$ cat src/hmwb_defs.vh
`ifndef HMWB_DEFS_VH
`define HMWB_DEFS_VH
// ****************************************************************
// Bridge widths and constants.
// ****************************************************************
// Local data word width.
`define HMWB_DATA_W      18
// Host link word width: data, parity, two control bits.
`define HMWB_LINK_W      21
// Default host address width.
`define HMWB_ADDR_W      15
// Field positions inside the link word.
`define HMWB_PAR_BIT     18
`define HMWB_CTL_LSB     19
// Control bit codes placed on the link word.
`define HMWB_CTL_RD      2'h1
`define HMWB_CTL_WR      2'h2
// Default selector address of this bridge.
`define HMWB_SEL_ADDR    6'h01
// Selector bus commands.
`define HMWB_CMD_LD_ADDR 3'h1
`define HMWB_CMD_LD_DATA 3'h2
`define HMWB_CMD_RD_DATA 3'h3
`define HMWB_CMD_RECV    3'h4
`define HMWB_CMD_RD_ADDR 3'h5
`endif

$ cat src/hmwb_bridge.v
`timescale 1ns/10ps
`include "hmwb_defs.vh"
// Overview of operation
// - Words move as 21 parallel bits.
// - Address is presented before each data word.
// - Address register spans whole host memory.
// - Program tests busy before register access.
// - Cycle stealer only; host cannot reach processor.
// - Control instruction claims a host cycle, starts traffic.
// - Receive command: increment, clear, fetch word.
// - Receive: busy drops once word loaded.
// - Data read in receive starts next fetch.
// - No word count; program stops transfers.
// - Data write: transmit, increment, write host.
// - Transmit: busy drops after host write.
// - Responds at one wired selector address.
module hmwb_bridge #(
	parameter ADDR_W = `HMWB_ADDR_W,
	parameter [5:0] SEL_ADDR = `HMWB_SEL_ADDR
) (
	// Clock and reset.
	input  wire                    clk_sys_in,
	input  wire                    arst_n_in,
	// Processor selector bus, same clock.
	input  wire                    sel_strobe_in,
	input  wire [5:0]              sel_addr_in,
	input  wire [2:0]              sel_cmd_in,
	input  wire [ADDR_W-1:0]       sel_wdata_in,
	output reg  [ADDR_W-1:0]       sel_rdata_out,
	output reg                     sel_rvalid_out,
	output reg                     busy_out,
	output reg                     recv_mode_out,
	output reg                     par_err_out,
	// Host memory port, pins from the host side.
	output reg                     host_req_out,
	output reg                     host_we_out,
	output reg  [ADDR_W-1:0]       host_addr_out,
	output reg                     host_addr_vld_out,
	output reg  [`HMWB_LINK_W-1:0] host_wdata_out,
	input  wire                    host_ack_in,
	input  wire [`HMWB_LINK_W-1:0] host_rdata_in
);
	// ****************************************************************
	// State codes.
	// ****************************************************************
	localparam [1:0] ST_IDLE = 2'h0;  // Waiting for a command.
	localparam [1:0] ST_ADDR = 2'h1;  // Address alone on the link.
	localparam [1:0] ST_XFER = 2'h2;  // Word time stolen, await ack.
	localparam [1:0] ST_DRN  = 2'h3;  // Fetched word entering data reg.

	reg  [1:0]              st_q;       // Sequencer state.
	reg  [ADDR_W-1:0]       addr_q;     // Host address register.
	reg  [`HMWB_DATA_W-1:0] data_q;     // Data register.
	reg                     ack_m_q;    // Ack synchroniser, first stage.
	reg                     ack_s_q;    // Ack synchroniser, second stage.
	reg                     ack_p_q;    // Previous synchronised ack.
	reg  [`HMWB_LINK_W-1:0] rd_m_q;     // Read data, first stage.
	reg  [`HMWB_LINK_W-1:0] rd_s_q;     // Read data, second stage.
	wire                    hit;        // Command addressed to us.
	wire                    ack_rise;   // Host finished its cycle.
	wire                    buf_rdy;    // Buffer accepts a word.
	wire                    buf_vld;    // Buffer holds a word.
	wire [`HMWB_LINK_W-1:0] buf_dat;    // Word at buffer head.
	wire [ADDR_W+`HMWB_DATA_W-1:0] wd_pad;  // Write data, zero-extended.
	wire [ADDR_W+`HMWB_DATA_W-1:0] rd_pad;  // Data register, zero-extended.
	wire [`HMWB_DATA_W-1:0]        wr_word; // Data word taken on a load.
	wire [ADDR_W-1:0]              rd_word; // Data register as seen on the read bus.

	// Odd parity over a data word, used for both directions.
	function par_of;
		input [`HMWB_DATA_W-1:0] w;
		begin
			par_of = ~^w;
		end
	endfunction

	// Next host address; the bridge steps before every access.
	function [ADDR_W-1:0] step_addr;
		input [ADDR_W-1:0] a;
		begin
			step_addr = a + {{(ADDR_W-1){1'b0}}, 1'b1};
		end
	endfunction

	// Pad before cutting so any bus width elaborates; a bus narrower than
	// the data word loses the upper data bits, which is the user's trade.
	assign wd_pad  = {{`HMWB_DATA_W{1'b0}}, sel_wdata_in};
	assign rd_pad  = {{ADDR_W{1'b0}}, data_q};
	assign wr_word = wd_pad[`HMWB_DATA_W-1:0];
	assign rd_word = rd_pad[ADDR_W-1:0];

	// Only our wired selector address is decoded, so up to 64 units, one per 6-bit address, may share the bus.
	assign hit      = sel_strobe_in && (sel_addr_in == SEL_ADDR);
	assign ack_rise = ack_s_q && !ack_p_q;

	// ****************************************************************
	// Two-flop synchronisers on the host pins.
	// ****************************************************************
	// Read data stays still while ack is high, so its two stages line up
	// with the ack stages and the word is stable when the edge is seen.
	always @(posedge clk_sys_in or negedge arst_n_in) begin
		if (!arst_n_in) begin
			ack_m_q <= 1'b0;
			ack_s_q <= 1'b0;
			ack_p_q <= 1'b0;
			rd_m_q  <= {`HMWB_LINK_W{1'b0}};
			rd_s_q  <= {`HMWB_LINK_W{1'b0}};
		end else begin
			ack_m_q <= host_ack_in;
			ack_s_q <= ack_m_q;
			ack_p_q <= ack_s_q;
			rd_m_q  <= host_rdata_in;
			rd_s_q  <= rd_m_q;
		end
	end

	// ****************************************************************
	// Fetched words pass a two-entry buffer into the data register.
	// ****************************************************************
	hmwb_skid #(
		.WIDTH         (`HMWB_LINK_W)
	) u_skid (
		.clk_sys_in    (clk_sys_in),
		.arst_n_in     (arst_n_in),
		.in_valid_in   (ack_rise && (st_q == ST_XFER) && recv_mode_out),
		.in_ready_out  (buf_rdy),
		.in_data_in    (rd_s_q),
		.out_valid_out (buf_vld),
		.out_ready_in  (st_q == ST_DRN),
		.out_data_out  (buf_dat)
	);

	// ****************************************************************
	// Command decode and host access sequencer.
	// ****************************************************************
	// There is deliberately no host-to-processor path: the host only ever
	// answers our requests, which keeps local memory safe from it.
	always @(posedge clk_sys_in or negedge arst_n_in) begin
		if (!arst_n_in) begin
			st_q              <= ST_IDLE;
			addr_q            <= {ADDR_W{1'b0}};
			data_q            <= {`HMWB_DATA_W{1'b0}};
			busy_out          <= 1'b0;
			recv_mode_out     <= 1'b0;
			par_err_out       <= 1'b0;
			sel_rdata_out     <= {ADDR_W{1'b0}};
			sel_rvalid_out    <= 1'b0;
			host_req_out      <= 1'b0;
			host_we_out       <= 1'b0;
			host_addr_out     <= {ADDR_W{1'b0}};
			host_addr_vld_out <= 1'b0;
			host_wdata_out    <= {`HMWB_LINK_W{1'b0}};
		end else begin
			sel_rvalid_out <= 1'b0;
			case (st_q)
				ST_IDLE: begin
					// Commands are taken only while idle; a busy bridge ignores them.
					if (hit) begin
						case (sel_cmd_in)
							`HMWB_CMD_LD_ADDR: begin
								// Program loads first address minus one; any host word reachable.
								addr_q <= sel_wdata_in;
							end
							`HMWB_CMD_RD_ADDR: begin
								sel_rdata_out  <= addr_q;
								sel_rvalid_out <= 1'b1;
							end
							`HMWB_CMD_RECV, `HMWB_CMD_RD_DATA: begin
								// Control command or data read: fetch the next host word.
								// It is also the control instruction that claims the host.
								if (sel_cmd_in == `HMWB_CMD_RD_DATA) begin
									sel_rdata_out  <= rd_word;
									sel_rvalid_out <= 1'b1;
								end
								addr_q        <= step_addr(addr_q);
								host_addr_out <= step_addr(addr_q);
								host_addr_vld_out <= 1'b1;
								recv_mode_out <= 1'b1;
								data_q        <= {`HMWB_DATA_W{1'b0}};
								host_we_out   <= 1'b0;
								busy_out      <= 1'b1;
								st_q          <= ST_ADDR;
							end
							`HMWB_CMD_LD_DATA: begin
								// Write: transmit mode, step address, send word with parity.
								data_q        <= wr_word;
								addr_q        <= step_addr(addr_q);
								host_addr_out <= step_addr(addr_q);
								host_addr_vld_out <= 1'b1;
								host_wdata_out <= {`HMWB_CTL_WR, par_of(wr_word), wr_word};
								recv_mode_out <= 1'b0;
								host_we_out   <= 1'b1;
								busy_out      <= 1'b1;
								st_q          <= ST_ADDR;
							end
							default: begin
								// Unused command codes do nothing.
								st_q <= ST_IDLE;
							end
						endcase
					end
				end
				ST_ADDR: begin
					// Address stood alone one cycle; now steal one word time.
					if (recv_mode_out) begin
						host_wdata_out <= {`HMWB_CTL_RD, 1'b0, {`HMWB_DATA_W{1'b0}}};
					end
					host_req_out <= 1'b1;
					st_q         <= ST_XFER;
				end
				ST_XFER: begin
					// Host ack ends the stolen cycle.
					if (ack_rise && (buf_rdy || !recv_mode_out)) begin
						host_req_out      <= 1'b0;
						host_addr_vld_out <= 1'b0;
						if (recv_mode_out) begin
							st_q <= ST_DRN;
						end else begin
							// Busy clears only once host memory holds the word.
							busy_out <= 1'b0;
							st_q     <= ST_IDLE;
						end
					end
				end
				ST_DRN: begin
					if (buf_vld) begin
						data_q <= buf_dat[`HMWB_DATA_W-1:0];
						// A sticky mismatch flag; cleared only by reset.
						if (par_of(buf_dat[`HMWB_DATA_W-1:0]) != buf_dat[`HMWB_PAR_BIT]) begin
							par_err_out <= 1'b1;
						end
						// Busy clears once the word sits in the data register.
						busy_out <= 1'b0;
						st_q     <= ST_IDLE;
					end
				end
				default: begin
					st_q <= ST_IDLE;
				end
			endcase
		end
	end
	// No word counter exists: each transfer is one program command.
endmodule

$ cat src/hmwb_skid.v
`timescale 1ns/10ps
`include "hmwb_defs.vh"
// ****************************************************************
// Two-entry buffer with valid and ready on both sides.
// ****************************************************************
module hmwb_skid #(
	parameter WIDTH = 21
) (
	// Clock and reset.
	input  wire             clk_sys_in,
	input  wire             arst_n_in,
	// Filling side.
	input  wire             in_valid_in,
	output wire             in_ready_out,
	input  wire [WIDTH-1:0] in_data_in,
	// Draining side.
	output wire             out_valid_out,
	input  wire             out_ready_in,
	output wire [WIDTH-1:0] out_data_out
);
	reg [WIDTH-1:0] mem_q [0:1];   // Two storage words.
	reg             wp_q;          // Write pointer.
	reg             rp_q;          // Read pointer.
	reg [1:0]       cnt_q;         // Occupancy, zero to two.
	wire            push;          // Word taken in.
	wire            pop;           // Word handed out.

	assign in_ready_out  = (cnt_q != 2'h2);
	assign out_valid_out = (cnt_q != 2'h0);
	assign out_data_out  = mem_q[rp_q];
	assign push          = in_valid_in && in_ready_out;
	assign pop           = out_valid_out && out_ready_in;

	// ****************************************************************
	// Pointer and occupancy update; full stalls the filling side.
	// ****************************************************************
	always @(posedge clk_sys_in or negedge arst_n_in) begin
		if (!arst_n_in) begin
			wp_q  <= 1'b0;
			rp_q  <= 1'b0;
			cnt_q <= 2'h0;
		end else begin
			if (push) begin
				wp_q <= ~wp_q;
			end
			if (pop) begin
				rp_q <= ~rp_q;
			end
			if (push && !pop) begin
				cnt_q <= cnt_q + 2'h1;
			end else if (pop && !push) begin
				cnt_q <= cnt_q - 2'h1;
			end
		end
	end

	// Storage is written without reset; it is only read while valid.
	always @(posedge clk_sys_in) begin
		if (push) begin
			mem_q[wp_q] <= in_data_in;
		end
	end
endmodule

$ cat config.mk
export PLATFORM = sky130hd
export DESIGN_NAME = hmwb_bridge
export DESIGN_NICKNAME = d
export VERILOG_FILES = /design/src/hmwb_bridge.v /design/src/hmwb_skid.v
export VERILOG_INCLUDE_DIRS = /design/src
export SDC_FILE = /design/constraint.sdc
export NUM_CORES = 1
export LEC_CHECK = 0
export BUFFER_PORTS_ARGS = -buffer_cell sky130_fd_sc_hd__buf_2
export CORE_MARGIN = 2
export CORE_UTILIZATION = 61
export DETAILED_ROUTE_END_ITERATION = 7
export PLACE_DENSITY_LB_ADDON = 0.08
export SYNTH_ARGS = -nofsm -noshare
export SYNTH_HDL_FRONTEND = slang
export SYNTH_SLANG_ARGS = --single-unit
$ cat constraint.sdc
create_clock -name clk_sys_in -period 5.6 [get_ports clk_sys_in]
set_input_delay 1.12 -clock clk_sys_in [delete_from_list [all_inputs] [get_ports clk_sys_in]]
set_output_delay 1.12 -clock clk_sys_in [all_outputs]
set_load 0.1 [all_outputs]
==> results of run 1 <==
[synth_stat cells (2+ instances only)]
cell / n / area [µm²]
dfrtp_1: 132 / 3303
nor2_1: 64 / 240.2
a21oi_1: 58 / 290.3
edfxtp_1: 38 / 1141
nand2_1: 35 / 131.4
mux2i_1: 34 / 340.3
o21ai_0: 32 / 160.2
xnor2_1: 31 / 271.5
xor2_1: 28 / 245.2
a22o_1: 18 / 157.7
clkbuf_1: 16 / 60.06
buf_2: 10 / 50.05
inv_1: 10 / 37.54
and3_1: 8 / 50.05
ha_1: 7 / 87.58
a21o_1: 6 / 45.04
a22oi_1: 6 / 45.04
mux2_2: 5 / 56.30
nand3_1: 5 / 25.02
a31oi_1: 4 / 25.02
o22ai_1: 4 / 25.02
a2bb2oi_1: 3 / 26.28
buf_4: 3 / 22.52
and2_1: 2 / 12.51
and4_1: 2 / 17.52
nor2b_1: 2 / 12.51
nor3b_1: 2 / 15.01
o22a_1: 2 / 17.52
[worst register-to-register path, delay by kind of cell, from the launching register on]
family                     cells  cell delay [ns]
DFF                            1             0.44
adders and majority gates      1             0.28
and+or+nand+nor                3             1.24
buffers and inverters          1             0.13
[sequential cells by signal, summed over array words and instances, names as in the netlist, 2 cells and up]
| signal | count |
|---|---|
| data_q | 15 |
| rd_m_q | 19 |
| addr_q | 15 |
| u_skid.cnt_q | 2 |
| host_wdata_out | 18 |
| host_addr_out | 15 |
| rd_s_q | 19 |
| u_skid.mem_q | 38 |
| sel_rdata_out | 15 |
| st_q | 2 |
[per-layer routing]
metal | up-vias | part of all wire (%) | GRT usage (%) | wire [µm]
met3 | 31 | 5.4 | 5.022 | 794
met1 | 2334 | 41 | 32.46 | 6103
met5 | - | 0 | 0 | 0
li1 | 2259 | - | - | -
met2 | 183 | 51 | 40.52 | 7608
met4 | 0 | 1.8 | 12.03 | 269
[worst min path at each step]
stage,startpoint,endpoint,slack [ns]
2_1_floorplan,ack_m_q,ack_s_q,0.33
3_3_place_gp,rd_m_q[2],rd_s_q[2],0.33
3_5_place_dp,rd_m_q[6],rd_s_q[6],0.33
4_1_cts,rd_m_q[3],rd_s_q[3],0.34
5_1_grt,rd_m_q[3],rd_s_q[3],0.35
6_report,rd_m_q[3],rd_s_q[3],0.34
[metrics by stage]
step                      worst slack [ns]  hold WS (ns)
after global placement               1.869        0.3311
after floorplan                      2.098        0.3312
after global routing                 1.933        0.3519
after CTS                            2.212        0.3449
final                                2.207        0.3443
after detailed placement             1.761        0.3347
[cell type report]
cell class	count	area share, %
multi-input combinational	380	30.20
tap	143	2.142
timing repair buffer	107	6.621
clock inverter	11	1.693
clock buffer	21	5.647
sequential	170	53.21
inverter	11	0.4943
[cells by family after synthesis]
family,Yosys count
flops,170
compound gates,142
simple gates,129
xor+xnor,60
buf+inv,42
mux,39
fa+ha+maj,7
other cells,1
[power by group through the flow]
stage	sequential, mW	combinational (mW)	clock (mW)
floorplan	1.68	0.551	0
CTS	1.52	0.919	1.22
finish	1.52	0.913	1.20
detailed placement	1.54	0.912	0
global placement	1.53	0.895	0
global route	1.53	0.993	1.27
==> results.py, run 1 <==
metrics = {
    "run_status": {
        "outcome": "finished clean",
    },
    "sta": {
        "report.final.slew_viol_count": 0,
        "layout_min_cycle_time_ns": 3.393,
        "slew_headroom_pct": 34.76,
        "rsz0062_at_grt": "false",
        "setup_violations": 0,
        "tns_ns": 0,
        "tightest_slew_ns": 0.9758,
        "hold_viol": 0,
        "fin_worst_skew_ns": 0.008305,
        "fmax_mhz": 294.7,
        "period_share_pct": 60.59,
    },
    "critical_path": {
        "endpoint": "host_addr_out[1]",
        "start_kind": "primary input",
        "critPathTopFamily": "simple AND/OR/NAND/NOR gates",
        "required_ns": 5.90,
        "cp.arrival_ns": 3.70,
        "slowest_stage": "nand3_1",
        "crit_type": "primary input to register",
        "cp_num_buf_inv": 1,
        "critical_path.max_fanout": 32,
        "timing.rr.start": "st_q[0]",
        "r2r_end": "u_skid.mem_q[1][6]",
        "critPathCaptureType": "register",
        "max_stage_delay_ns": 0.87,
        "reg2reg_slack_ns": 3.14,
        "cp_cell_sequence": "buf_2 -> nor2b_1 -> a21o_1 -> nand3_1 -> mux2_2",
        "crit_start": "sel_cmd_in[2]",
        "reg2regPathDepth": 5,
        "worst-path-stages": 5,
    },
    "clock_tree": {
        "clkSinkCount": 170,
        "cts_tree": "built",
        "cts_max_level": 4,
        "clockRootBuffer": "clkbuf_16",
        "clk_latency_ns": 0.42,
        "hold_buffers": 0,
        "cts_setup_buffers": 0,
        "ctsResizeCount": 0,
        "clkTransAtPathRegs_ns": 0.06,
        "cts_buffers": 17,
        "cts.path.max_buffers": 2,
    },
    "logic_synthesis": {
        "synth_top_family_by_area": "compound AO/OA/AOI/OAI gates",
        "synth_edf_count": 38,
        "ys_types": 51,
        "syn-cell-area_um2": 7133,
        "synth_ff_type": "dfrtp_1",
        "postSynthCellCount": 590,
        "syn_area_per_cell_um2": 12.09,
        "ys_seq_area_share_pct": 62.30,
        "synth-xor-area-share_pct": 7.560,
        "ys_warn_count": 0,
        "synthAdderAreaFrac_pct": 1.228,
        "ys_ff_latch": 170,
        "synth_compound_gate_area_share_pct": 12.19,
        "synthMuxAreaShare_pct": 5.560,
        "async_flop_share_pct": 77.65,
        "yosys.area_share.simple_pct": 8.455,
    },
    "cells_and_area": {
        "fin_cells": 843,
        "drive_above_1_share_pct": 21.43,
        "most-common-layout-cells": "dfrtp_1 (132), buf_2 (100), nor2_1 (64)",
        "final_area_um2": 8353,
        "utilization_pct": 73.15,
        "syn_to_final_growth_pct": 17.10,
        "mostFrequentLayoutCell": "dfrtp_1",
        "final_net_count": 743,
        "fillers": 806,
        "antenna_cells": 0,
        "register_area_um2": 4444,
        "multi_input_area_um2": 2522,
    },
    "drt": {
        "wire_per_inst_um": 17.53,
        "vias": 4807,
        "post-route-drc-count": 0,
        "antenna_left": 0,
        "wl_mm": 14.78,
        "viasPerCell": 5.702,
        "drtPass1Iterations": 5,
        "drt_iter0_markers": 276,
    },
    "power": {
        "leakagePower_nw": 3.821,
        "p_int_mw": 2.463,
        "combPwrFrac_pct": 25.1,
        "power.density_nw_per_um2": 434.8,
        "p_sw_share_pct": 32.18,
        "p_sw_mw": 1.169,
        "ir_worst_vdd_mv": 0.3428,
        "finalPower_mw": 3.632,
        "clkPwrFrac_pct": 33.0,
        "power_frac_seq_pct": 41.8,
    },
    "global_route": {
        "grt_antenna_before_repair": 0,
        "grt_pass1_wl_mm": 24.02,
        "track_usage_pct": 24.91,
        "grt_pass1_vias": 4768,
        "grt_max_degree": 76,
        "grt_overflow": 0,
    },
    "die": {
        "die_w_um": 112.1,
        "start_util_pct": 62.47,
        "pin_count": 107,
        "design.die.area_um2": 12570,
        "core-area_um2": 11420,
        "die_h_um": 112.1,
        "rows": 39,
    },
    "worst_hold_path": {
        "min_path_cells": 0,
        "hold_class": "register to register",
    },
    "place": {
        "dpl_cell_area_um2": 7740,
        "io_buffer_count": 101,
        "place_hpwl_mm": 10.02,
        "place_congestion": 0.8705,
        "dp.cells": 811,
    },
    "run": {
        "cap_violations": 0,
    },
}
Power figures use the tool's default switching activity.
==> run 2: changes to the inputs <==
- ABC_AREA: unset -> 1
- CORE_UTILIZATION: 61 -> 52
- clock period: 5.6 -> 2.9 ns (I/O delays scaled with it)
==> results.py, run 2 <==
metrics = {
    "run_status": {
        "outcome": "finished clean",
    },
    "place": {
        "place_congestion": 0.8708,
        "pre_cts_slack_ns": 0.4320,
        "dp.cells": 1079,
        "io_buffer_count": 101,
        "place_hpwl_mm": 12.62,
    },
    "run": {
        "cap_violations": 0,
    },
    "cells_and_area": {
        "final_net_count": 970,
        "antenna_cells": 0,
        "top_register": "u_skid.mem_q",
        "syn_to_final_growth_pct": 15.57,
        "mostFrequentLayoutCell": "nand2_1",
        "most-common-layout-cells": "nand2_1 (265), dfrtp_1 (132), buf_2 (100)",
        "fin_cells": 1111,
        "drive_above_1_share_pct": 20.82,
        "reg_top3": "u_skid.mem_q x38, rd_m_q x19, rd_s_q x19",
        "fillers": 1250,
        "largest_reg_flops": 38,
    },
    "logic_synthesis": {
        "synth.most_common_cell": "nand2_1",
        "synth_top_cell_by_area": "dfrtp_1",
        "synth_edf_count": 38,
        "synth_ff_type": "dfrtp_1",
        "ys_seq_area_share_pct": 57.61,
        "postSynthCellCount": 814,
        "syn-cell-area_um2": 7715,
        "yosys-top-cells-area": "dfrtp_1 (43%), edfxtp_1 (15%), nand2_1 (13%)",
        "ys_ff_latch": 170,
        "ys_warn_count": 0,
        "async_flop_share_pct": 77.65,
        "synth_common_cells": "nand2_1 (265), dfrtp_1 (132), inv_1 (60)",
        "ys_types": 43,
        "syn_area_per_cell_um2": 9.478,
        "yosysTopAreaCellShare_pct": 42.82,
    },
    "global_route": {
        "grt_pass1_wl_mm": 27.92,
        "grt_overflow": 0,
        "grt_max_degree": 49,
        "grt_pass1_vias": 5701,
        "grt_antenna_before_repair": 0,
        "track_usage_pct": 22.42,
    },
    "critical_path": {
        "critPathCaptureType": "register",
        "cp_cell_sequence": "ha_1 -> inv_2 -> nor2_1 -> inv_1 -> ha_1 -> a21oi_1 -> o21ai_0 -> xor2_1",
        "required_ns": 3.19,
        "start_kind": "register",
        "cp.arrival_ns": 2.42,
        "critPathTopFamily": "adder cells",
        "max_stage_delay_ns": 0.39,
        "critPathMostFrequentCell": "ha_1",
        "critical_path.max_fanout": 28,
        "cp_num_buf_inv": 2,
        "crit_type": "register to register",
        "slowest_stage": "dfrtp_1",
    },
    "drt": {
        "viasPerCell": 5.191,
        "wl_mm": 17.27,
        "wire_per_inst_um": 15.54,
        "post-route-drc-count": 0,
        "drt_iter0_markers": 271,
        "vias": 5767,
        "drtPass1Iterations": 5,
        "antenna_left": 0,
    },
    "clock_tree": {
        "cts.path.max_buffers": 2,
        "cts_buffers": 17,
        "cts_tree": "built",
        "clk_latency_ns": 0.42,
        "clkSinkCount": 170,
        "hold_buffers": 0,
        "cts_setup_buffers": 0,
        "clockRootBuffer": "clkbuf_16",
        "cts_max_level": 4,
        "clkTransAtPathRegs_ns": 0.07,
        "ctsResizeCount": 0,
    },
    "sta": {
        "slew_headroom_pct": 45.24,
        "fin_worst_skew_ns": 0.007601,
        "report.final.slew_viol_count": 0,
        "fmax_mhz": 469.0,
        "layout_min_cycle_time_ns": 2.132,
        "period_share_pct": 73.52,
        "tightest_slew_ns": 0.8194,
        "tns_ns": 0,
        "setup_violations": 0,
        "hold_viol": 0,
        "fin_ws_ns": 0.7680,
        "rsz0062_at_grt": "false",
        "hold_ws_ns": 0.1657,
    },
    "power": {
        "power.density_nw_per_um2": 559.7,
        "ir_worst_vdd_mv": 0.5047,
        "leakagePower_nw": 4.465,
    },
    "worst_hold_path": {
        "hold_class": "primary input to asynchronous set/reset pin",
    },
    "die": {
        "design.die.area_um2": 15830,
        "die_w_um": 125.8,
        "pin_count": 107,
        "core-area_um2": 14530,
        "die_h_um": 125.8,
        "rows": 44,
        "start_util_pct": 53.08,
    },
}
-- run 2: cell families (layout without fill, tap and decap cells) --
group	Yosys count	count (layout)	share of synthesized area [%]
AOI/OAI and AO/OA	129	129	10.96
xor gates and xnor gates	33	33	3.746
adders and majority gates	7	7	1.135
buffers and inverters	103	214	6.714
DFF	170	170	57.61
other	1	3	0.04861
and+or+nand+nor	371	371	19.79
-- run 2: through the flow --
| step | util, % | instance area (µm²) | total power [mW] |
|---|---|---|---|
| 2_1_floorplan | - | 7722 | 2.641 |
| 4_1_cts | 61.35 | 8916 | 5.039 |
| 6_report | 61.35 | 8916 | 4.990 |
| 5_1_grt | 61.35 | 8916 | 5.151 |
| 3_5_place_dp | 57.19 | 8312 | 2.758 |
| 3_3_place_gp | 57.19 | 8312 | 2.752 |
-- run 2: worst paths after layout --
path	start	to	slack, ns	cells after the start
max reg2reg	st_q[0]	u_skid.cnt_q[1]	0.77	8
max	st_q[0]	u_skid.cnt_q[1]	0.77	8
max in group asynchronous	arst_n_in	u_skid.cnt_q[0]	2.04	2
min in group clk_sys_in	host_rdata_in[5]	rd_m_q[5]	0.26	1
min reg2reg	rd_m_q[4]	rd_s_q[4]	0.35	0
min	arst_n_in	sel_rdata_out[10]	0.17	1
-- run 2: where the power goes --
| part | internal, mW | leakage [nW] | total (mW) | switching [mW] |
|---|---|---|---|---|
| logic | 0.0671 | 2.15 | 0.222 | 0.155 |
| registers | 2.48 | 2.02 | 2.49 | 0.0113 |
| clock network | 1.36 | 0.287 | 2.28 | 0.919 |
| total | 3.90 | 4.47 | 4.99 | 1.09 |
-- run 2: layer usage --
| layer | track usage (%) | wire length (µm) | up-vias |
|---|---|---|---|
| met1 | 27.66 | 7368 | 2783 |
| li1 | - | - | 2817 |
| met3 | 3.696 | 697 | 28 |
| met4 | 8.791 | 325 | 0 |
| met5 | 0 | 0 | - |
| met2 | 39.59 | 8874 | 139 |
-- run 2: layout make-up --
class	instances	area, µm²	share of cell area, %
inverters	72	276.5	3.101
multi-input cells	543	2760	30.96
clock buffers	25	528.0	5.922
repair buffers	110	600.6	6.736
well taps	184	230.2	2.582
clock inverters	7	76.32	0.8560
flip-flops and latches	170	4444	49.85
==> run 3: changes to the inputs <==
- ABC_AREA: 1 -> 0
- CORE_UTILIZATION: 52 -> 57
- clock period: 2.9 -> 2 ns (I/O delays scaled with it)
==> results.py, run 3 (synthesis gave the netlist of run 1 again) <==
metrics = {
    "run": {
        "cap_violations": 0,
    },
    "sta": {
        "report.final.slew_viol_count": 0,
        "hold_viol": 0,
        "tightest_slew_ns": 0.5681,
        "fin_worst_skew_ns": 0.007892,
        "tns_ns": 0,
        "fmax_mhz": 510.6,
        "slew_headroom_pct": 61.95,
        "setup_violations": 0,
        "layout_min_cycle_time_ns": 1.959,
        "period_share_pct": 97.93,
    },
    "drt": {
        "vias": 4878,
        "post-route-drc-count": 0,
        "drt_iter0_markers": 243,
        "wl_mm": 14.39,
        "drtPass1Iterations": 5,
        "wire_per_inst_um": 16.04,
        "viasPerCell": 5.438,
        "antenna_left": 0,
    },
    "die": {
        "rows": 40,
        "pin_count": 107,
        "die_w_um": 115.9,
        "design.die.area_um2": 13420,
        "core-area_um2": 12110,
        "start_util_pct": 58.89,
        "die_h_um": 115.9,
    },
    "cells_and_area": {
        "multi_input_area_um2": 2569,
        "most-common-layout-cells": "dfrtp_1 (131), buf_2 (100), nor2_1 (64)",
        "reg_top3": "u_skid.mem_q x38, rd_m_q x19, rd_s_q x19",
        "final_area_um2": 8796,
        "largest_reg_flops": 38,
        "utilization_pct": 72.62,
        "fillers": 886,
        "drive_above_1_share_pct": 25.79,
        "top_register": "u_skid.mem_q",
        "mostFrequentLayoutCell": "dfrtp_1",
        "syn_to_final_growth_pct": 23.31,
        "register_area_um2": 4446,
        "antenna_cells": 0,
        "final_net_count": 772,
    },
    "place": {
        "io_buffer_count": 101,
        "place_congestion": 0.8704,
        "place_hpwl_mm": 10.29,
        "dpl_cell_area_um2": 8115,
    },
    "critical_path": {
        "max_stage_delay_ns": 0.53,
        "critPathCaptureType": "register",
        "crit_type": "primary input to register",
        "cp_cell_sequence": "buf_2 -> or4b_4 -> nor4b_4 -> a21boi_1 -> a211oi_2 -> buf_4 -> buf_12 -> nor2_1 -> a21oi_1",
        "reg2regPathDepth": 6,
        "r2r_end": "busy_out",
        "endpoint": "data_q[8]",
        "timing.rr.start": "u_skid.cnt_q[1]",
        "slowest_stage": "or4b_4",
        "crit_start": "sel_addr_in[2]",
        "cp.arrival_ns": 2.30,
        "critical_path.max_fanout": 15,
        "required_ns": 2.34,
        "reg2reg_slack_ns": 0.06,
        "start_kind": "primary input",
    },
    "power": {
        "power.density_nw_per_um2": 1190,
        "leakagePower_nw": 4.024,
        "ir_worst_vdd_mv": 0.9095,
        "finalPower_mw": 10.47,
    },
    "run_status": {
        "outcome": "finished clean",
    },
    "clock_tree": {
        "clk_latency_ns": 0.44,
        "cts.path.max_buffers": 2,
        "cts_tree": "built",
        "clkSinkCount": 170,
        "clockRootBuffer": "clkbuf_16",
        "cts_buffers": 17,
        "cts_max_level": 4,
        "clkTransAtPathRegs_ns": 0.07,
    },
    "global_route": {
        "grt_antenna_before_repair": 0,
        "grt_max_degree": 53,
        "grt_pass1_wl_mm": 22.99,
        "grt_overflow": 0,
        "track_usage_pct": 22.79,
        "grt_pass1_vias": 4723,
    },
    "worst_hold_path": {
        "min_path_cells": 1,
        "hold_class": "primary input to register",
    },
}
==> run 3: changes by cell type in the layout (fill, tap and decap cells not counted), moves of 13 or more <==
cell     delta
mux2i_1    +34
buf_4      +16
a21oi_2    -16
nand3_1    -13
nand2_1   -230
a21oi_1    +53
nand2_2    -13
inv_1      -50
xnor2_1    +17
o21a_1     -16
==> run 3: per-layer routing <==
layer | share of wire (%) | global-route usage, % | up-vias
met3 | 4.7 | 6.015 | 26
li1 | - | - | 2324
met2 | 49 | 36.34 | 127
met5 | 0 | 0 | -
met1 | 44 | 29.99 | 2401
met4 | 1.8 | 9.444 | 0
==> run 3: area by class of cell <==
class | instances | area share, %
sequential | 170 | 50.54
timing repair buffer | 136 | 10.41
clock buffer | 19 | 5.405
inverter | 11 | 0.4694
multi-input combinational | 380 | 29.20
tap | 168 | 2.390
clock inverter | 13 | 1.579
==> run 3: metrics by stage <==
stage | hold WS, ns | cells | worst slack, ns
6_report | 0.06022 | 897 | 0.04148
5_1_grt | 0.04094 | 897 | -0.02659
4_1_cts | 0.05081 | 895 | 0.005032
3_5_place_dp | 0.3347 | 862 | -0.3513
3_3_place_gp | 0.3329 | 862 | -0.3221
2_1_floorplan | 0.1044 | 592 | -0.1529
==> run 3: worst min-delay path by stage <==
| stage | startpoint | slack (ns) | to |
|---|---|---|---|
| final | host_rdata_in[8] | 0.06 | rd_m_q[8] |
| after detailed placement | rd_m_q[0] | 0.33 | rd_s_q[0] |
| after floorplan | arst_n_in | 0.10 | ack_m_q |
| after global routing | host_rdata_in[16] | 0.04 | rd_m_q[16] |
| after CTS | host_rdata_in[8] | 0.05 | rd_m_q[8] |
| after global placement | rd_m_q[8] | 0.33 | rd_s_q[8] |
==> run 3: where the power goes <==
group	leakage, nW	internal [mW]	switching (mW)
sequential	2.01	3.95	0.300
combinational	1.71	1.13	1.79
clock	0.303	1.81	1.48
==> run 3: worst max-delay path, delay by kind of cell <==
family          cells  cell delay (ns)
compound gates      3             0.55
buf+inv             3             0.42
simple gates        3             0.94
==> run 3: timing repair <==
item                       CTS  global route
setup endpoints to repair    0            39
hold endpoints to repair    36             0
hold buffers                 1             0
gates resized for setup      0             6
setup buffers                0             1
